$ cat src/common/cmpc_pkg.sv
// Register map, field positions and codes of the comparator control block
package cmpc_pkg;

    // ************************************************************
    // Register map
    // ************************************************************
    localparam logic [7:0] CMPC_CTRL_ADDR  = 8'h9e;
    localparam logic [7:0] CMPC_CTRL_RESET = 8'h00;

    // ************************************************************
    // Field positions of comparator_control
    // ************************************************************
    localparam int unsigned CMPC_EN_BIT   = 7;
    localparam int unsigned CMPC_RES_BIT  = 6;
    localparam int unsigned CMPC_RISE_BIT = 5;
    localparam int unsigned CMPC_FALL_BIT = 4;
    localparam int unsigned CMPC_HYP_LSB  = 2;
    localparam int unsigned CMPC_HYN_LSB  = 0;
    localparam int unsigned CMPC_HYS_W    = 2;

    // ************************************************************
    // Hysteresis codes, same for both sides
    // ************************************************************
    typedef enum logic [1:0] {
        CMPC_HYS_OFF  = 2'h0,
        CMPC_HYS_2MV  = 2'h1,
        CMPC_HYS_4MV  = 2'h2,
        CMPC_HYS_10MV = 2'h3
    } cmpc_hys_t;

    // ************************************************************
    // Settling interval after enable, for software polling loops
    // ************************************************************
    localparam int unsigned CMPC_CLK_PERIOD_NS = 20;
    localparam int unsigned CMPC_SETTLE_NS     = 20000;
    localparam int unsigned CMPC_SETTLE_CYC    = CMPC_SETTLE_NS / CMPC_CLK_PERIOD_NS;

endpackage

$ cat src/common/cmpc_evt_if.sv
// Synchronised comparator level and edge events between conditioner and register
`timescale 1ns/1ps
`default_nettype none
interface cmpc_evt_if;
    logic level;
    logic rise;
    logic fall;

    modport src (
        output level,
        output rise,
        output fall
    );
    modport dst (
        input level,
        input rise,
        input fall
    );
endinterface
`default_nettype wire

$ cat src/cmpc_sync.sv
// Comparator output synchroniser and edge detector
`timescale 1ns/1ps
`default_nettype none
module cmpc_sync (
    input  wire logic clk_sys_i,
    input  wire logic nrst_i,
    input  wire logic ce_i,
    input  wire logic arm_i,
    input  wire logic cmp_async_i,
    cmpc_evt_if.src   evt
);
    import cmpc_pkg::*;

    logic       meta_q;
    logic       sync_q;
    logic       prev_q;
    logic [1:0] edge_w;

    // ************************************************************
    // Two-stage synchroniser, history runs even when disarmed
    // ************************************************************
    // sync before edges
    always_ff @(posedge clk_sys_i) begin
        if (!nrst_i) begin
            meta_q <= 1'b0;
            sync_q <= 1'b0;
            prev_q <= 1'b0;
        end else if (ce_i) begin
            meta_q <= cmp_async_i;
            sync_q <= meta_q;
            prev_q <= sync_q;
        end
    end

    // ************************************************************
    // Edge events, one per transition while armed
    // ************************************************************
    genvar g;
    generate
        for (g = 0; g < 2; g++) begin : g_edge
            assign edge_w[g] = arm_i & (sync_q ^ prev_q) & (sync_q == 1'(g));
        end
    endgenerate

    assign evt.level = sync_q;
    assign evt.rise  = edge_w[1];
    assign evt.fall  = edge_w[0];
endmodule
`default_nettype wire

$ cat src/cmpc_ctrl.sv
// Comparator control register: enable, result, edge flags and hysteresis codes
`timescale 1ns/1ps
`default_nettype none
module cmpc_ctrl (
    input  wire logic                         clk_sys_i,
    input  wire logic                         nrst_i,
    input  wire logic                         ce_i,
    input  wire logic [7:0]                   sfr_addr_i,
    input  wire logic                         sfr_wr_i,
    input  wire logic                         sfr_rd_i,
    input  wire logic [7:0]                   sfr_wdata_i,
    output logic      [7:0]                   sfr_rdata_o,
    input  wire logic                         cmp_async_i,
    output logic                              comparator_enable_o,
    output logic      [cmpc_pkg::CMPC_HYS_W-1:0] positive_hysteresis_sel_o,
    output logic      [cmpc_pkg::CMPC_HYS_W-1:0] negative_hysteresis_sel_o,
    output logic                              cmp_pin_o
);
    import cmpc_pkg::*;

    cmpc_evt_if evt ();

    logic [7:0] ctrl_q;
    logic [7:0] ctrl_d;
    logic [7:0] rdata_q;
    logic       pin_q;
    logic       en_w;
    logic       wr_hit_w;
    logic       rd_hit_w;
    logic       rise_set_w;
    logic       fall_set_w;
    logic [7:0] view_w;

    // ************************************************************
    // Input conditioner
    // ************************************************************
    // events suspended when off
    cmpc_sync u_sync (
        .clk_sys_i   (clk_sys_i),
        .nrst_i      (nrst_i),
        .ce_i        (ce_i),
        .arm_i       (en_w),
        .cmp_async_i (cmp_async_i),
        .evt         (evt.src)
    );

    // ************************************************************
    // Decode and next value
    // ************************************************************
    assign en_w       = ctrl_q[CMPC_EN_BIT];
    assign wr_hit_w   = sfr_wr_i && (sfr_addr_i == CMPC_CTRL_ADDR);
    assign rd_hit_w   = sfr_rd_i && (sfr_addr_i == CMPC_CTRL_ADDR);
    assign rise_set_w = evt.rise;
    assign fall_set_w = evt.fall;

    // Result bit is never stored; the read path takes it live
    always_comb begin
        ctrl_d = ctrl_q;
        if (wr_hit_w) begin
            ctrl_d = sfr_wdata_i;
            ctrl_d[CMPC_RES_BIT] = 1'b0;
        end
        ctrl_d[CMPC_RISE_BIT] = ctrl_d[CMPC_RISE_BIT] | rise_set_w;
        ctrl_d[CMPC_FALL_BIT] = ctrl_d[CMPC_FALL_BIT] | fall_set_w;
    end

    assign view_w = {ctrl_q[7], evt.level, ctrl_q[5:0]};

    // ************************************************************
    // Registers
    // ************************************************************
    // only a software write or reset clears flags
    always_ff @(posedge clk_sys_i) begin
        if (!nrst_i) begin
            ctrl_q <= CMPC_CTRL_RESET;
        end else if (ce_i) begin
            ctrl_q <= ctrl_d;
        end
    end

    // Read data holds until the next read of this address
    always_ff @(posedge clk_sys_i) begin
        if (!nrst_i) begin
            rdata_q <= 8'h00;
        end else if (ce_i && rd_hit_w) begin
            rdata_q <= view_w;
        end
    end

    always_ff @(posedge clk_sys_i) begin
        if (!nrst_i) begin
            pin_q <= 1'b0;
        end else if (ce_i) begin
            pin_q <= ctrl_d[CMPC_EN_BIT] & evt.level;
        end
    end

    // ************************************************************
    // Outputs to the analog section, the bus and the comparator pin
    // ************************************************************
    // enable drives power-down
    assign comparator_enable_o = en_w;
    assign positive_hysteresis_sel_o = ctrl_q[CMPC_HYP_LSB +: CMPC_HYS_W];
    assign negative_hysteresis_sel_o = ctrl_q[CMPC_HYN_LSB +: CMPC_HYS_W];
    assign sfr_rdata_o = rdata_q;
    assign cmp_pin_o   = pin_q;
endmodule
`default_nettype wire

$ cat config.mk
export PLATFORM = sky130hd
export DESIGN_NAME = cmpc_ctrl
export DESIGN_NICKNAME = d
export VERILOG_FILES = /design/src/common/cmpc_pkg.sv /design/src/common/cmpc_evt_if.sv /design/src/cmpc_sync.sv /design/src/cmpc_ctrl.sv
export SDC_FILE = /design/constraint.sdc
export NUM_CORES = 1
export LEC_CHECK = 0
export BUFFER_PORTS_ARGS = -buffer_cell sky130_fd_sc_hd__buf_2
export CAP_MARGIN = 15
export CORE_MARGIN = 2
export CORE_UTILIZATION = 49
export CTS_BUF_LIST = sky130_fd_sc_hd__clkbuf_4
export CTS_CLUSTER_DIAMETER = 120
export DETAILED_ROUTE_END_ITERATION = 12
export GPL_TIMING_DRIVEN = 0
export PLACE_DENSITY = 0.84
export SLEW_MARGIN = 5
export SYNTH_ARGS = -nofsm -noshare
export SYNTH_HDL_FRONTEND = slang
export SYNTH_SLANG_ARGS = --single-unit
$ cat constraint.sdc
create_clock -name clk_sys_i -period 1.2 [get_ports clk_sys_i]
set_input_delay 0.12 -clock clk_sys_i [delete_from_list [all_inputs] [get_ports clk_sys_i]]
set_output_delay 0.12 -clock clk_sys_i [all_outputs]
set_load 0.02 [all_outputs]
# Word level (Yosys, flattened, before mapping)
# Index checks and enable logic that the tools add are counted.
dict set report totals {
  regBits 19
  out_inout_bits 14
  word_cells 21
}
dict set report op_classes {
  eq_ne 1
  mux 1
  n_bitwise 8
  n_reduce_logical 4
}
# cell n
set ops {}
lappend ops {{equality test 8 bit, second input constant} 1}
lappend ops {{two-way mux 8 bit} 1}
lappend ops {{bitwise AND 1 bit} 4}
lappend ops {{logical AND 1 bit} 3}
lappend ops {{OR 1 bit} 2}
lappend ops {{AND reduction 2 bit} 1}
lappend ops {{NOT 1 bit} 1}
lappend ops {{bitwise XOR 1 bit} 1}

# Logic depth before layout (Yosys ltp)
# Gate-level depths: netlist of run 1.
dict set report depth {
  ltp_word 4
  ltp_mapped 5
  ltp_nobuf 3
}

# Modules after synthesis
# From an unflattened synthesis of run 1, not the netlist that was laid out.
dict set report unflattened {
  cells_unflattened 107
  hier_area_um2 1004.7
}
# mod n_inst cells_per_inst area_per_inst_um2 seq_area_each_um2
set modules_own_cells {}
lappend modules_own_cells {cmpc_ctrl 1 95 879.6 320.3}
lappend modules_own_cells {cmpc_sync 1 12 125.1 60.1}

# Worst setup path after synthesis of run 1
# No wires, ideal clock.
dict set report synth_timing {
  path_type {input-to-reg}
  start {input port sfr_addr_i[6]}
  end {register ctrl_q[4]}
  setup_time_ps 75
  t_arrival_ps 1038
  setup_slack_ps 87
  cell_stages 4
  n_path_buf 1
  path_cell_list {nand4bb_1 -> buf_2 -> or4_1 -> a31oi_1}
}
dict set report synth_via {
  elab_chain_len 4
}
# item line
set synth_lines {}
lappend synth_lines {{start: declaration} cmpc_ctrl.sv:8} ;# input wire logic [7:0] sfr_addr_i,
lappend synth_lines {{equality test 8 bit} cmpc_ctrl.sv:51} ;# assign wr_hit_w = sfr_wr_i && (sfr_addr_i == CMPC_CTRL_ADDR);
lappend synth_lines {{logical AND 1 bit} cmpc_ctrl.sv:51}
lappend synth_lines {{two-way mux 8 bit} cmpc_ctrl.sv:59} ;# if (wr_hit_w) begin
lappend synth_lines {{OR 1 bit} cmpc_ctrl.sv:64} ;# ctrl_d[CMPC_FALL_BIT] = ctrl_d[CMPC_FALL_BIT] | fall_set_w;
lappend synth_lines {{end signal: assignment} cmpc_ctrl.sv:77} ;# ctrl_q <= ctrl_d;
lappend synth_lines {{end: declaration} cmpc_ctrl.sv:23} ;# logic [7:0] ctrl_q;
# No other way between the ends.
# A chain may end at the register's enable or synchronous reset.

# Final worst setup path of run 1
dict set report layout_timing {
  start {register u_sync.sync_q (netlist: u_sync.evt.level)}
  end {register pin_q (netlist: cmp_pin_o)}
}
dict set report layout_via {
  elab_chain_len 1
}
# item line
set layout_lines {}
lappend layout_lines {{start: declaration} cmpc_sync.sv:15} ;# logic sync_q;
lappend layout_lines {{start signal: assignment} cmpc_sync.sv:30} ;# sync_q <= meta_q;
lappend layout_lines {{bitwise AND 1 bit} cmpc_ctrl.sv:94} ;# pin_q <= ctrl_d[CMPC_EN_BIT] & evt.level;
lappend layout_lines {{end signal: assignment} cmpc_ctrl.sv:94}
lappend layout_lines {{end: declaration} cmpc_ctrl.sv:26} ;# logic pin_q;
# No other way between the ends.

==> results of run 1 <==
## layout by cell type (no fill, tap or decap), types with 2 or more instances in the layout
cell | netlist | layout
and2_1 | 2 | 2
o41ai_1 | 2 | 2
a21oi_1 | 13 | 13
buf_1 | 2 | 2
a31oi_1 | 2 | 2
nand4_1 | 13 | 13
or4_1 | 3 | 3
nor2_1 | 3 | 3
clkbuf_4 | 0 | 3
nand4b_1 | 2 | 2
mux2i_1 | 3 | 3
clkbuf_1 | 3 | 3
buf_2 | 2 | 36
inv_1 | 2 | 2
buf_4 | 5 | 5
nand3_1 | 2 | 2
nand2_1 | 5 | 5
dfxtp_1 | 19 | 18
o31ai_1 | 14 | 14
## power by group
group          switching, mW  internal [mW]  total (mW)
registers            0.00344          0.635       0.638
clock network          0.217          0.125       0.342
logic                 0.0710         0.0453       0.116
## state kept, by name, indices dropped and copies added, names as in the netlist
signal and count:
sfr_rdata_o 8, ctrl_q 7, cmp_pin_o 1, u_sync.evt.level 1, u_sync.meta_q 1, u_sync.prev_q 1
## logic make-up after synthesis
logic type / Yosys count / synth area share, %
DFF: 19 / 41.0
buffers and inverters: 15 / 8.37
and+or+nand+nor: 34 / 25.0
AOI/OAI and AO/OA: 32 / 22.4
muxes: 3 / 3.24
## worst min-delay path by stage
stage	startpoint	to	cells past startpoint
4_1_cts	cmp_async_i	u_sync.meta_q	3
2_1_floorplan	cmp_async_i	u_sync.meta_q	2
3_3_place_gp	cmp_async_i	u_sync.meta_q	3
3_5_place_dp	cmp_async_i	u_sync.meta_q	3
5_1_grt	cmp_async_i	u_sync.meta_q	3
6_report	cmp_async_i	u_sync.meta_q	3
## cell type report
cell class | instances | area (um2) | share of cell area (%)
plain buffers | 12 | 66.3 | 5.73
clock buffers | 3 | 22.5 | 1.95
clock inverters | 1 | 5.00 | 0.432
inverters | 3 | 11.3 | 0.973
multi-input cells | 69 | 469 | 40.5
flip-flops and latches | 19 | 382 | 33.0
well taps | 25 | 31.3 | 2.70
repair buffers | 34 | 170 | 14.7
## per-stage QoR
stage | TNS [ns] | utilization, % | hold slack [ns] | setup slack (ns) | area [um2]
6_report | 0 | 66.3 | 0.0440 | 0.0704 | 1160
3_5_place_dp | -1.11 | 64.7 | 0.376 | -0.129 | 1130
2_1_floorplan | 0 | - | 0.267 | 0.0867 | 927
5_1_grt | 0 | 66.3 | 0.0592 | 0.0209 | 1160
4_1_cts | 0 | 66.3 | 0.0519 | 0.0658 | 1160
3_3_place_gp | -0.604 | 64.7 | 0.357 | -0.0841 | 1130
## metal layers
metal  wire (um)  up-vias  track usage (%)
met4          39        0             10.6
met2        1240       26             40.0
met5           0        -                0
met3          90        5             3.40
li1            -      479                -
met1        1070      454             30.3
## critical path, stage by stage (launching register included)
cell and delay (ns):
dfxtp_2 0.40, nand3_1 0.10, or4_1 0.47, o211ai_1 0.10
==> run metrics, run 1 <==
total number of vias about 960; core area 0.00175 mm2; sequential share of the synthesized area 41.0%; Worst EP arrival approximately 1.4 ns; GRT overflow 0; PortBufs 34; Remaining DRCs 0; nets 164; Ys Warns 0; Worst Setup SP u_sync.evt.level; Static Leak 0.477 nW; initial drt markers 27; vias in the first global route 906; Routed WL 2.45 mm; pin count of the biggest net entering global routing 12; Fin. Hold Viols 0; register clock-pin slew on the reported worst setup and hold paths 0.11 ns; first-pass GRT wire length approximately 3.8 mm; Pre-antenna DRT Iters 5; final setup vio count 0; Initial Utilization 53.1%; layout cell share with drive strength beyond 1 34.0%; CP endpoint cmp_pin_o; Setup Buffers After CTS 0; CTS Sinks 19; CTS root buf clkbuf_4; Primary FF master, synth dfxtp_1; Tot Pwr ~1.1 mW; run status finished clean; measured slew at the worst slew-check pin 0.440 ns; post-synth top area share 41.0%; maximum clock path buffer count 2; CTS buffer count 3; die area 0.00226 mm2; CTS hold repair buffers 0; Slew Limit Fails 0; crit path kind reg -> reg; Worst EP required 1.44 ns; Routed Antenna Nets 0; clk_lat worst skew between 0.3 and 0.4 ns; initial antenna violation count 0; top cells by area, synth dfxtp_1 (41%), o31ai_1 (11%), nand4_1 (8.8%); top post-synthesis cells by count dfxtp_1 (19), o31ai_1 (14), a21oi_1 (13), nand4_1 (13); # fillers 175; leading area contributor after synthesis dfxtp_1; die width 47.5 um; Ports 36; reg2reg end cmp_pin_o; # diodes 0; worst min path class in -> reg; H-tree levels 1; synth unique cells 24; post-CTS sizing 1; worst-path fanout max 6; total of max-cap violations 0; GRT Total Usage 23.9%; post-synthesis async set-or-reset flop share 0%; R2R cell count 3; peak supply drop between 600 and 700 uV; unrepaired setup endpoints after global routing no; Mean Syn Cell Area 9.00 um2; wire per inst roughly 15 um; Tmin final 1.13 ns; post-route clock period utilization 94.1%; CP Capture Type flip-flop; flop-to-flop setup slack 0.07 ns; HPWL Detailed 1.72 mm; Crit Reg-Reg Startpoint u_sync.evt.level; Syn-to-layout area delta 24.8%; Worst Setup Start Kind flip-flop; GP Congestion between 0.8 and 0.9; PD cells 947 mW/mm2; row cnt 15; Chip Height 47.5 um; count leader, synth dfxtp_1; CTS tree done; synthesized flop and latch total 19; post-synthesis cell count 103; DR vias/cell 5.81; f_max 885 MHz; Slew HR 70.7%; EDFF count, synth 0; syn nets 125; placed insts 162; Layout Skew 0.00195 ns; final std cells w/o fill 166; Cell Area, Synth 927 um2
No activity file was read; power rests on OpenSTA's default activity.
==> inputs of run 2 (changes only) <==
HOLD_SLACK_MARGIN = 0.12   (was unset)
==> run metrics, run 2 (same netlist as run 1, synthesis figures left out) <==
run status finished clean (unchanged); Static Leak 0.506 nW (was 0.477 nW); Fin. Hold Viols 0 (unchanged); min-delay src nrst_i (was cmp_async_i); post-route clock period utilization 94.3% (was 94.1%); hold depth 3 (unchanged); number of flip-flops in the largest register 8 (unchanged); PortBufs 34 (unchanged); Final Cell Area 0.00123 mm2 (was 0.00116 mm2); # diodes 0 (unchanged); Buf/Inv on CP 0 (unchanged); register clock-pin slew on the reported worst setup and hold paths 0.11 ns (about the same); initial antenna violation count 0 (unchanged); R2R cell count 3 (unchanged); slowest CP cell or4_1 (unchanged); H-tree levels 1 (unchanged); Pre-antenna DRT Iters 4 (was 5); PD cells 907 mW/mm2 (was 947 mW/mm2); Max stage delay on crit path 0.47 ns (about the same); Worst Setup SP u_sync.evt.level (unchanged); dpl cell area 0.00113 mm2 (unchanged); wire per inst 14.7 um (about the same); Chip Height 47.5 um (unchanged); pin count of the biggest net entering global routing 12 (unchanged); Hold Slack 0.147 ns (was 0.0440 ns); Tot Pwr 1.11 mW (was 1.10 mW); GRT overflow 0 (unchanged); Initial Utilization 53.1% (unchanged); first-pass GRT wire length 3.86 mm (was 3.77 mm); most frequent cells in the layout buf_2 (36), dfxtp_1 (18), o31ai_1 (14) (unchanged); worst-path fanout max 6 (unchanged); Routed WL 2.54 mm (was 2.45 mm); Crit path max-delay family simple AND/OR/NAND/NOR gates (unchanged); initial drt markers 26 (was 27); commonest non-fill, non-tap cell in the layout buf_2 (unchanged); Tmin final 1.13 ns (about the same); grt met2 use 41.6% (was 40.0%); total of max-cap violations 0 (unchanged); M3 GR Usage 3.40% (unchanged); nets 171 (was 164); Slew Limit Fails 0 (unchanged); Crit Reg-Reg Startpoint u_sync.evt.level (unchanged); Worst Setup Start Kind flip-flop (unchanged); Layout Skew 0.00306 ns (was 0.00195 ns); GP Congestion 0.844 (unchanged); multi-input logic area 469 um2 (unchanged); CTS Sinks 19 (unchanged); total number of vias 1016 (was 964); worst min path class in -> reg (unchanged); Remaining DRCs 0 (unchanged); CTS root buf clkbuf_4 (unchanged); maximum clock path buffer count 2 (unchanged); GRT Total Usage 24.4% (was 23.9%); DR vias/cell 5.87 (was 5.81); Ports 36 (unchanged); Routed Antenna Nets 0 (unchanged); cell breakdown of the critical path nand3_1, or4_1, o211ai_1 (unchanged); GRT Max-Usage Layer met2 (unchanged); row cnt 15 (unchanged); Syn-to-layout area delta 32.4% (was 24.8%); CTS buffer count 3 (unchanged); Slew HR 70.7% (about the same); # fillers 165 (was 175); clk_lat worst skew 0.31 ns (about the same); HPWL Detailed 1.72 mm (unchanged); Worst EP arrival 1.37 ns (about the same); layout cell share with drive strength beyond 1 32.4% (was 34.0%); CTS tree done (unchanged); sequential cell area 382 um2 (unchanged); crit path kind reg -> reg (unchanged); unrepaired setup endpoints after global routing no (unchanged); final setup vio count 0 (unchanged); vias in the first global route 944 (was 906); Crit path depth 3 (unchanged); measured slew at the worst slew-check pin 0.439 ns (was 0.440 ns); f_max 884 MHz (was 885 MHz); die width 47.5 um (unchanged); peak supply drop 704 uV (was 693 uV); Worst EP required 1.44 ns (about the same); CP Capture Type flip-flop (unchanged); met1 Usage GRT 30.6% (was 30.3%); core area 0.00175 mm2 (unchanged); die area 0.00226 mm2 (unchanged)
-- run 2: changes by cell type in the layout (fill, tap and decap cells not counted), sizes merged --
cell	before	now
dlygate4sd3	0	7
-- run 2: path summary, 6_finish.rpt --
check / to / slack, ns
max: cmp_pin_o / 0.07
min: cmp_pin_o / 0.15
max reg2reg: cmp_pin_o / 0.07
min reg2reg: sfr_rdata_o[1] / 0.48
-- run 2: worst register-to-register path: stages, from the launching register on --
cell	delay [ns]
dfxtp_2	0.40
nand3_1	0.10
or4_1	0.47
o211ai_1	0.10
-- run 2: what timing repair did --
| action | 4_1_cts | 5_1_grt |
|---|---|---|
| buffers inserted | 0 | 0 |
| gates resized for setup | 1 | 0 |
| hold buffers | 7 | 0 |
| endpoints found under the hold margin | 7 | 0 |
| endpoints found under the setup margin | 1 | 0 |
-- run 2: power breakdown --
part | internal (mW) | total (mW) | switching (mW)
Sequential | 0.635 | 0.638 | 0.00348
Combinational | 0.0601 | 0.134 | 0.0740
Clock | 0.125 | 0.342 | 0.217
Total | 0.819 | 1.11 | 0.294
-- run 2: through the flow --
step	TNS [ns]	util [%]	cells	worst slack, ns
2_1_floorplan	0	-	103	0.0867
3_3_place_gp	-0.604	64.7	162	-0.0841
3_5_place_dp	-1.11	64.7	162	-0.129
4_1_cts	0	70.3	173	0.0658
5_1_grt	0	70.3	173	0.0209
6_report	0	70.3	173	0.0688
-- run 2: cell type report --
class	count	area share (%)
multi-input cells	69	38.2
clock inverters	1	0.408
flip-flops and latches	19	31.1
inverters	3	0.917
clock buffers	3	1.83
repair buffers	41	19.6
well taps	25	2.55
plain buffers	12	5.40
-- run 2: per-layer routing --
metal | vias to the layer above | wire length [um]
li1 | 493 | -
met1 | 475 | 1080
met2 | 43 | 1290
met3 | 5 | 130
met4 | 0 | 39
met5 | - | 0
